### src/hw/rqh_pkg.sv
`default_nettype none
package rqh_pkg;
    // ----------------------------------------
    // Register map (byte offsets)
    // ----------------------------------------
    localparam logic [7:0] ADDR_CTRL = 8'h00;
    localparam logic [7:0] ADDR_DESC0 = 8'h04;
    localparam logic [7:0] ADDR_DESC1 = 8'h08;
    localparam logic [7:0] ADDR_DESC2 = 8'h0C;
    localparam logic [7:0] ADDR_DESC3 = 8'h10;
    localparam logic [7:0] ADDR_PAYLEN = 8'h14;
    localparam logic [7:0] ADDR_MASKS = 8'h18;
    localparam logic [7:0] ADDR_SEED = 8'h1C;
    localparam logic [7:0] ADDR_ABORT = 8'h20;
    localparam logic [7:0] ADDR_STATUS = 8'h24;
    // ----------------------------------------
    // Field positions, widths and codes
    // ----------------------------------------
    localparam int CTRL_GO = 0;
    localparam int CTRL_ALIGNED = 1;
    localparam int CTRL_KIND_LO = 2;
    localparam int CTRL_ZERO_LEN = 4;
    localparam int CTRL_ABORT_EN = 5;
    localparam int CTRL_W = 6;
    localparam int LEN_W = 10;
    localparam int MASKS_W = 11;
    localparam logic [1:0] RESP_OKAY = 2'h0;
    localparam logic [1:0] RESP_SLVERR = 2'h2;
    localparam logic [3:0] MASK_ALL = 4'hF;
    // ----------------------------------------
    // Types
    // ----------------------------------------
    typedef enum logic [1:0] {
        KIND_READ = 2'h0,
        KIND_NPW = 2'h1,
        KIND_MSG = 2'h2,
        KIND_ATOM = 2'h3
    } rqh_kind_t;
    typedef enum logic [3:0] {
        ST_IDLE = 4'b0001,
        ST_DESC0 = 4'b0010,
        ST_DESC1 = 4'b0100,
        ST_PAY = 4'b1000
    } rqh_state_t;
    typedef struct packed {
        logic discontinue;
        logic [2:0] start_lane;
        logic [3:0] last_mask;
        logic [3:0] first_mask;
    } rqh_side_t;
    typedef struct packed {
        logic [63:0] data;
        logic [1:0] keep;
        logic last;
        logic disc;
    } rqh_beat_t;
endpackage
`default_nettype wire

### src/hw/rqh_requester_host.sv
// The address map and the AXI4-Lite slave port were decided locally.
`timescale 1ns/10ps
`default_nettype none
module rqh_requester_host
    import rqh_pkg::*;
(
    input wire logic aclk,
    input wire logic aresetn,
    input wire logic [7:0] awaddr,
    input wire logic awvalid,
    output logic awready,
    input wire logic [31:0] wdata,
    input wire logic [3:0] wstrb,
    input wire logic wvalid,
    output logic wready,
    output logic [1:0] bresp,
    output logic bvalid,
    input wire logic bready,
    input wire logic [7:0] araddr,
    input wire logic arvalid,
    output logic arready,
    output logic [31:0] rdata,
    output logic [1:0] rresp,
    output logic rvalid,
    input wire logic rready,
    output logic [63:0] req_in_data,
    output logic req_in_valid,
    input wire logic req_in_ready,
    output logic req_in_last,
    output logic [1:0] req_in_dword_keep,
    output rqh_side_t req_in_sideband,
    input wire logic [7:0] alloc_tag_out,
    input wire logic alloc_tag_strobe
);
    // ----------------------------------------
    // State
    // ----------------------------------------
    typedef struct packed {
        rqh_state_t st;
        rqh_beat_t beat;
        rqh_side_t side;
        logic valid;
        logic [LEN_W-1:0] idx;
        logic awready;
        logic wready;
        logic bvalid;
        logic [1:0] bresp;
        logic arready;
        logic rvalid;
        logic [1:0] rresp;
        logic [31:0] rdata;
        logic [CTRL_W-1:0] ctrl;
        logic [3:0][31:0] desc;
        logic [LEN_W-1:0] paylen;
        logic [MASKS_W-1:0] masks;
        logic [31:0] seed;
        logic [LEN_W-1:0] abort_beat;
        rqh_kind_t kind;
        logic aligned;
        logic zero_len;
        logic abort_en;
        logic off;
        logic [LEN_W:0] span;
        logic [7:0] tag_last;
        logic [15:0] tag_cnt;
    } rqh_regs_t;

    rqh_regs_t r_reg, r_next;

    function automatic logic [31:0] merge(input logic [31:0] old, input logic [31:0] d, input logic [3:0] s);
        logic [31:0] v;
        v = old;
        for (int i = 0; i < 4; i++) begin
            if (s[i]) begin
                v[i*8 +: 8] = d[i*8 +: 8];
            end
        end
        return v;
    endfunction

    // Payload beat k: offset lanes are null but kept, words count up from seed
    function automatic rqh_beat_t mk_beat(input logic [LEN_W-1:0] k, input logic [LEN_W:0] span,
                                          input logic off, input logic [31:0] seed, input logic hit);
        rqh_beat_t b;
        logic [LEN_W:0] pos;
        b = '0;
        pos = '0;
        for (int i = 0; i < 2; i++) begin
            pos = {k, 1'b0} + (LEN_W+1)'(i);
            b.keep[i] = (pos < span);
            if (pos < span && pos >= (LEN_W+1)'(off)) begin
                b.data[i*32 +: 32] = seed + 32'(pos - (LEN_W+1)'(off));
            end
        end
        b.last = (({k, 1'b0} + (LEN_W+1)'(2)) >= span) || hit;
        b.disc = hit;
        return b;
    endfunction

    always_comb begin
        r_next = r_reg;
        // ----------------------------------------
        // Register bus write
        // ----------------------------------------
        r_next.awready = 1'b0;
        r_next.wready = 1'b0;
        if (r_reg.bvalid && bready) begin
            r_next.bvalid = 1'b0;
        end
        if (awvalid && wvalid && !r_reg.awready && !r_reg.bvalid) begin
            r_next.awready = 1'b1;
            r_next.wready = 1'b1;
            r_next.bvalid = 1'b1;
            r_next.bresp = RESP_OKAY;
            unique case (awaddr)
                ADDR_CTRL: begin
                    if (wstrb[0]) begin
                        r_next.ctrl = wdata[CTRL_W-1:0];
                    end
                end
                ADDR_DESC0: r_next.desc[0] = merge(r_reg.desc[0], wdata, wstrb);
                ADDR_DESC1: r_next.desc[1] = merge(r_reg.desc[1], wdata, wstrb);
                ADDR_DESC2: r_next.desc[2] = merge(r_reg.desc[2], wdata, wstrb);
                ADDR_DESC3: r_next.desc[3] = merge(r_reg.desc[3], wdata, wstrb);
                ADDR_PAYLEN: r_next.paylen = LEN_W'(merge(32'(r_reg.paylen), wdata, wstrb));
                ADDR_MASKS: r_next.masks = MASKS_W'(merge(32'(r_reg.masks), wdata, wstrb));
                ADDR_SEED: r_next.seed = merge(r_reg.seed, wdata, wstrb);
                ADDR_ABORT: r_next.abort_beat = LEN_W'(merge(32'(r_reg.abort_beat), wdata, wstrb));
                default: r_next.bresp = RESP_SLVERR;
            endcase
            // Start only from idle; a go while busy is dropped
            if (awaddr == ADDR_CTRL && wstrb[0] && wdata[CTRL_GO] && r_reg.st == ST_IDLE) begin
                r_next.kind = rqh_kind_t'(wdata[CTRL_KIND_LO +: 2]);
                r_next.aligned = wdata[CTRL_ALIGNED];
                r_next.zero_len = wdata[CTRL_ZERO_LEN];
                r_next.abort_en = wdata[CTRL_ABORT_EN];
                r_next.st = ST_DESC0;
                r_next.valid = 1'b1;
                r_next.idx = '0;
                // Descriptor words, tag included, come from software as written
                r_next.beat = '{data: {r_reg.desc[1], r_reg.desc[0]}, keep: 2'h3, last: 1'b0, disc: 1'b0};
                r_next.side = '0;
                r_next.side.first_mask = r_reg.masks[3:0];
                r_next.side.last_mask = r_reg.masks[7:4];
                r_next.side.start_lane = r_reg.masks[10:8];
                r_next.off = wdata[CTRL_ALIGNED] & r_reg.masks[8];
                r_next.span = (LEN_W+1)'(r_reg.paylen) + (LEN_W+1)'(r_next.off);
                unique case (rqh_kind_t'(wdata[CTRL_KIND_LO +: 2]))
                    KIND_READ: begin
                        r_next.span = '0;
                        if (wdata[CTRL_ZERO_LEN]) begin
                            r_next.side.first_mask = '0;
                            r_next.side.last_mask = '0;
                        end
                    end
                    KIND_NPW: r_next.side.last_mask = '0;
                    KIND_MSG: begin
                        r_next.side.first_mask = '0;
                        r_next.side.last_mask = '0;
                        r_next.side.start_lane = '0;
                        r_next.off = 1'b0;
                        r_next.span = (LEN_W+1)'(r_reg.paylen);
                    end
                    KIND_ATOM: begin
                        r_next.side.first_mask = MASK_ALL;
                        r_next.side.last_mask = MASK_ALL;
                    end
                endcase
            end
        end
        // ----------------------------------------
        // Register bus read
        // ----------------------------------------
        r_next.arready = 1'b0;
        if (r_reg.rvalid && rready) begin
            r_next.rvalid = 1'b0;
        end
        if (arvalid && !r_reg.arready && !r_reg.rvalid) begin
            r_next.arready = 1'b1;
            r_next.rvalid = 1'b1;
            r_next.rresp = RESP_OKAY;
            r_next.rdata = '0;
            unique case (araddr)
                ADDR_CTRL: r_next.rdata = 32'(r_reg.ctrl);
                ADDR_DESC0: r_next.rdata = r_reg.desc[0];
                ADDR_DESC1: r_next.rdata = r_reg.desc[1];
                ADDR_DESC2: r_next.rdata = r_reg.desc[2];
                ADDR_DESC3: r_next.rdata = r_reg.desc[3];
                ADDR_PAYLEN: r_next.rdata = 32'(r_reg.paylen);
                ADDR_MASKS: r_next.rdata = 32'(r_reg.masks);
                ADDR_SEED: r_next.rdata = r_reg.seed;
                ADDR_ABORT: r_next.rdata = 32'(r_reg.abort_beat);
                ADDR_STATUS: r_next.rdata = {r_reg.tag_cnt, r_reg.tag_last, 7'h00, r_reg.st != ST_IDLE};
                default: r_next.rresp = RESP_SLVERR;
            endcase
        end
        // ----------------------------------------
        // Request stream; nothing moves until ready
        // ----------------------------------------
        if (r_reg.valid && req_in_ready) begin
            unique case (r_reg.st)
                ST_DESC0: begin
                    r_next.st = ST_DESC1;
                    r_next.beat.data = {r_reg.desc[3], r_reg.desc[2]};
                    r_next.beat.last = (r_reg.span == '0);
                end
                ST_DESC1, ST_PAY: begin
                    if (r_reg.beat.last) begin
                        r_next.st = ST_IDLE;
                        r_next.valid = 1'b0;
                        r_next.beat = '0;
                        r_next.side = '0;
                    end else begin
                        r_next.st = ST_PAY;
                        r_next.idx = (r_reg.st == ST_PAY) ? r_reg.idx + LEN_W'(1) : '0;
                        // Dword-aligned payload starts at lane 0 right after descriptor
                        r_next.beat = mk_beat(r_next.idx, r_reg.span, r_reg.off, r_reg.seed,
                                              r_reg.abort_en && r_next.idx == r_reg.abort_beat);
                        r_next.side.discontinue = r_next.beat.disc;
                    end
                end
                default: r_next.st = r_reg.st;
            endcase
        end
        // ----------------------------------------
        // Tag capture
        // ----------------------------------------
        if (alloc_tag_strobe) begin
            r_next.tag_last = alloc_tag_out;
            r_next.tag_cnt = r_reg.tag_cnt + 16'h0001;
        end
    end

    always_ff @(posedge aclk) begin
        if (!aresetn) begin
            r_reg <= '0;
            r_reg.st <= ST_IDLE;
        end else begin
            r_reg <= r_next;
        end
    end

    assign awready = r_reg.awready;
    assign wready = r_reg.wready;
    assign bvalid = r_reg.bvalid;
    assign bresp = r_reg.bresp;
    assign arready = r_reg.arready;
    assign rvalid = r_reg.rvalid;
    assign rresp = r_reg.rresp;
    assign rdata = r_reg.rdata;
    assign req_in_data = r_reg.beat.data;
    assign req_in_valid = r_reg.valid;
    assign req_in_last = r_reg.beat.last;
    assign req_in_dword_keep = r_reg.beat.keep;
    assign req_in_sideband = r_reg.side;
endmodule
`default_nettype wire

### config.mk
export PLATFORM = sky130hd
export DESIGN_NAME = rqh_requester_host
export DESIGN_NICKNAME = d
export VERILOG_FILES = /design/src/hw/rqh_pkg.sv /design/src/hw/rqh_requester_host.sv
export SDC_FILE = /design/constraint.sdc
export NUM_CORES = 1
export LEC_CHECK = 0
export ABC_AREA = 0
export BUFFER_PORTS_ARGS = -buffer_cell sky130_fd_sc_hd__buf_2
export CORE_UTILIZATION = 45
export CTS_CLUSTER_DIAMETER = 60
export DETAILED_ROUTE_END_ITERATION = 10
export PLACE_DENSITY_LB_ADDON = 0.2
export SLEW_MARGIN = 40
export SYNTH_ARGS = -nofsm -noshare
export SYNTH_HDL_FRONTEND = slang
export SYNTH_SLANG_ARGS = --single-unit
### constraint.sdc
create_clock -name aclk -period 5.73 [get_ports aclk]
set_input_delay 0.573 -clock aclk [delete_from_list [all_inputs] [get_ports aclk]]
set_output_delay 0.573 -clock aclk [all_outputs]
set_load 0.01 [all_outputs]
* Word level (Yosys, flattened, before mapping) *
Index checks and enable logic that the tools add are counted.

word-level totals
  flip-flop bits (word level) = 370

cells by class
  bitwise gates (word level) = 1
  equal/unequal tests = 27
  add/subtract/negate cells = 9
  magnitude comparators = 5
  mux-type cells = 26
  reductions and logical operators = 60

operators with widths
  cell                                                 count
  case mux 32 bit (10 select lines)                    1
  two-way mux 95 bit                                   2
  case mux 64 bit (2 select lines)                     1
  two-way mux 100 bit                                  1
  AND reduction 3 bit                                  28
  two-way mux 73 bit                                   1
  adder 32 bit                                         2
  equality test 8 x 5 -> 1 bit, second input constant  8
  two-way mux 32 bit                                   2
  two-way mux 36 bit                                   1
  equality test 8 x 4 -> 1 bit, second input constant  4
  equality test 8 x 6 -> 1 bit, second input constant  3
  two-way mux 24 bit                                   1
  case mux 4 bit (3 select lines)                      2
  subtractor 11 x 1 -> 12 bit                          2
  greater-or-equal comparator 11 x 1 -> 1 bit          2
  less-than comparator 11 bit                          2
  case mux 11 bit (2 select lines)                     1
  two-way mux 10 bit                                   2
  adder 16 x 1 -> 16 bit, second input constant        1
  equality test 8 x 3 -> 1 bit, second input constant  2
  logical NOT 8 bit                                    2
  logical AND 1 bit                                    14
  two-way mux 12 bit                                   1
  30 further kinds                                     42

* Logic depth before layout (Yosys ltp) *
  word-level depth = 9
  gate-level depth with buffers = 22
  mapped depth without buffers = 21

* Worst setup path before layout *
No wires, ideal clock.

  path kind = register to register
  start = register r_reg[372] (netlist bit)
  end = register r_reg (netlist bit req_in_data[30])
  period minus slack after synthesis = 4802 ps
  data arrival time = 4743 ps
  path buffers = 2
  cell stages (with the launch flop) = 20
  data required time = 5671 ps
  path slack = 928 ps
  cell sequence = dfxtp_1 nor4b_4 buf_4 nand2_1 ha_1 inv_1 o21ai_0 or2_2 or4b_1 inv_1 ha_1 clkbuf_1 a21o_1 a21o_1 a21o_1 a2111oi_0 o21bai_1 o21a_1 nor3b_1 o211a_1

on the way
  word-level cells in the longest chain between the ends = 8

ends and longest elaborated chain
  what                                                 line                                                  RTL
  start: declaration                                   rqh_requester_host.sv:68                              rqh_regs_t r_reg, r_next;
  start signal: assignment                             rqh_requester_host.sv:239                             r_reg <= r_next;
  equality test 4 bit                                  rqh_requester_host.sv:201, rqh_requester_host.sv:215
  two-way mux 10 bit                                   rqh_requester_host.sv:215                             r_next.idx = (r_reg.st == ST_PAY) ? r_reg.idx + LEN_W'(1) : '0;
  subtractor 11 x 1 -> 12 bit (tied with other cells)  rqh_requester_host.sv:92                              b.data[i*32 +: 32] = seed + 32'(pos - (LEN_W+1)'(off));
  adder 32 bit or logical AND 1 bit (tied branches)    rqh_requester_host.sv:92, rqh_requester_host.sv:91
  two-way mux 32 bit                                   rqh_requester_host.sv:91                              if (pos < span && pos >= (LEN_W+1)'(off)) begin
  two-way mux 73 bit                                   rqh_requester_host.sv:208                             if (r_reg.beat.last) begin
  case mux 64 bit (2 select lines)                     rqh_requester_host.sv:201                             unique case (r_reg.st)
  two-way mux 95 bit *                                 rqh_requester_host.sv:200                             if (r_reg.valid && req_in_ready) begin

Every way passes the cells marked *; elsewhere a longest branch is shown, timed or not. The select of a mux whose other input is x is not followed.
A chain may end at the register's enable or synchronous reset.

* Worst setup path in the final report *
  start = register r_reg[373] (netlist bit)
  end = register r_reg (netlist bit req_in_data[27])

The elaborated chain is that of the path after synthesis.

==> run_results.csv <==
group,metric,value,unit
worst_hold_path,hold_depth,3,
critical_path,worstSetupPathType,"register to register",
synth,synth_top_area_frac,0.354,
cts,clock_path_buffers,3,
cts,cts_resized,0,
placement,port_buffers,187,
global_route,grt_start_max_net_pins,180,
critical_path,reg2reg_depth,18,
power,ir_worst_vdd,0.208,mV
sta,worstMarginPinSlew,0.917,ns
power,seqPwrFrac,0.461,
floorplan,num_rows,78,
power,combPwrFrac,0.033,
critical_path,cp_num_buf_inv,2,
synth,ys_ff_latch,366,
cells_and_area,largest_reg_flops,248,
status,status,"complete, no violations",
critical_path,crit_slowest_cell,"or4b_1",
floorplan,core,45400,sq um
critical_path,crit_chain,"nor4b_4, nand2_1, ha_1, inv_1, o21ai_0, or2_2, or4b_1, inv_1, ha_1, o21ai_0, a21oi_1, o21ai_0, a211o_1, nand2_1, o41ai_1, xnor2_1, a221oi_1, a311oi_1",
power,leakagePower,9.44,nW
routing,routed_wl,75500,um
critical_path,critPathMaxStageDelay,0.59,ns
critical_path,required,6.14,ns
power,p_sw_frac,0.231,
critical_path,ff2ff_setup_slack,0.45,ns
critical_path,endpoint_kind,"register",
critical_path,cp_top_family,"compound AO/OA/AOI/OAI gates",
sta,rsz0062_at_grt,"false",
routing,first_pass_iters,9,
sta,min_period,5.28,ns
cts,cts_buffers,42,
routing,drtIter0Drc,2481,
power,p_clk_frac,0.506,
floorplan,die_width,216,um
critical_path,critPathMaxFanout,9,
cells_and_area,mostFrequentLayoutCells,"409 x nand2_1, 366 x dfxtp_1, 279 x nor2_1",
floorplan,die_h,216,um
sta,max_freq,190,MHz
power,p_per_area,245,nW/um^2
synth,syn_area,20700,sq um
flow_run,max_cap_violations,0,
floorplan,start_util,0.456,
synth,synthArstFlopShare,0,
routing,vias_per_cell,6.14,
sta,tns,0,ns
synth,avgSynthCellArea,8.03,sq um
cells_and_area,drive_above_1_share,0.130,
synth,synthCells,2575,
cts,clk_pin_slew,0.06,ns
cells_and_area,areaGrowthSynthToFinish,9.55,%
placement,finalWeightedCongestion,0.931,
sta,drv_slew,0,
power,power.internal,4.27,mW
global_route,grt_antenna_before_repair,5,
cells_and_area,fin_nets,2700,
global_route,first_global_vias,17800,
cts,cts_root_buffer,"clkbuf_16",
routing,wl_per_cell,23.7,um
synth,yosysSeqAreaShare,0.354,
synth,synth.distinct_cells,86,
sta,max_slew_margin,0.389,
cts,cts_setup_buffers,0,
cts,cts_hold_buf,0,
cells_and_area,final_area,22700,sq um
critical_path,r2r-start,"r_reg[373]$_SDFFE_PN0P_",
synth,post-synth-top-area-cell,"dfxtp_1",
critical_path,arrival,5.68,ns
placement,dpl-instance-area,21200,sq um
synth,yosys_warnings,0,
critical_path,reg2reg_to,"req_in_data[27]$_SDFF_PN0_",
global_route,grt_pass1_wl,112000,um
critical_path,path_common_cell,"o21ai_0",
routing,ant_nets,0,
cts,htreeDepth,2,
worst_hold_path,hp-start,"alloc_tag_out[7]",
synth,synthTopCellsByArea,"dfxtp_1 35%, nand2_1 7.4%, mux2i_1 7.4%, a21oi_1 5.9%, nor2_1 5.2%",
routing,drc_errors,0,
sta,setup_viol,0,
worst_hold_path,whs_endpoint,"r_reg[23]$_SDFFE_PN0P_",
floorplan,ios,190,
cts,cts_tree,"done",
worst_hold_path,hold_class,"primary input to register",
sta,fin_skew,0.0299,ns
synth,yosys_most_used_dff,"dfxtp_1",
sta,hold_viol,0,
floorplan,die_area,46800,sq um
routing,num_vias,19600,
critical_path,cp-start-kind,"register",
cells_and_area,final_common_cell,"nand2_1",
power,p_switching,1.29,mW
sta,finalCritPeriodShare,0.921,
global_route,globalRouteTotalUtil,0.314,
cts,clk_latency,0.59,ns
global_route,grt_overflow,0,
synth,synth_edf_count,0,
placement,hpwlAfterDp,54700,um
cts,cts.sinks,366,
-- power by group through the flow --
stage | combinational, mW | clock, mW | sequential [mW]
after floorplan | 0.0963 | 0 | 2.61
after global placement | 0.173 | 0 | 2.62
after detailed placement | 0.175 | 0 | 2.62
after CTS | 0.175 | 2.83 | 2.56
after global routing | 0.190 | 2.95 | 2.56
final | 0.181 | 2.81 | 2.56
-- logic make-up after synthesis --
logic type,share of synthesized area
AND/OR/NAND/NOR,0.197
AO/OA/AOI/OAI,0.201
flip-flops,0.354
buffers and inverters,0.0842
multiplexers,0.0757
XOR/XNOR,0.0428
adder cells (fa/ha/maj),0.0451
other,0.000181
-- cell type report --
class | count | area, sq um
fill | 4348 | 22700
clock buffer | 58 | 1220
clock inverter | 15 | 204
tap | 600 | 751
multi-input combinational | 1882 | 11700
antenna | 5 | 12.5
inverter | 45 | 181
timing repair buffer | 223 | 1260
sequential | 366 | 7330
-- synthesized netlist by cell type (all sizes together), types with 11 or more instances --
library cell  count
nand4            20
nor2            288
and2             14
and3             19
a221oi           57
a21o             23
a31oi            31
nand2           411
a22o             15
nand3           105
buf             145
nand2b           11
a211oi           14
xnor2            51
ha               69
inv              45
dfxtp           366
a22oi            13
o21ai            63
mux2i           153
xor2             47
a21oi           248
clkbuf          138
nor3             23
a311oi           46
a222oi           33
-- tightest hold or removal path, cell delays in order --
cell and delay [ns]:
buf_2 0.08, mux2i_1 0.06, nor2_1 0.07
-- routing by layer --
layer  up-vias  GRT usage  part of all wire
met5         -          0                 0
met4         0     0.0808             0.021
met3       103     0.0921              0.12
met2      1063      0.433              0.40
met1      9396      0.467              0.46
li1       9037          -                 -
-- worst max-delay path by stage --
stage,endpoint,from,cells after the start,slack [ns]
after floorplan,req_in_data[30]$_SDFF_PN0_,r_reg[372]$_SDFFE_PN0P_,19,0.93
after global placement,req_in_data[20]$_SDFF_PN0_,r_reg[373]$_SDFFE_PN0P_,21,0.57
after detailed placement,req_in_data[20]$_SDFF_PN0_,r_reg[373]$_SDFFE_PN0P_,21,0.43
after CTS,req_in_data[20]$_SDFF_PN0_,r_reg[373]$_SDFFE_PN0P_,21,0.37
after global routing,req_in_data[27]$_SDFF_PN0_,r_reg[373]$_SDFFE_PN0P_,18,0.03
final,req_in_data[27]$_SDFF_PN0_,r_reg[373]$_SDFFE_PN0P_,18,0.45
-- through the flow --
stage | hold slack (ns) | setup slack (ns) | utilization | power, mW | instances
floorplan | 0.432 | 0.928 | - | 2.71 | 2576
detailed placement | 0.441 | 0.426 | 0.467 | 2.79 | 3116
global placement | 0.437 | 0.570 | 0.465 | 2.79 | 3113
global route | 0.248 | 0.0271 | 0.499 | 5.70 | 3192
finish | 0.235 | 0.454 | 0.499 | 5.55 | 3194
CTS | 0.221 | 0.366 | 0.498 | 5.57 | 3189
No activity file was read; power rests on OpenSTA's default activity.
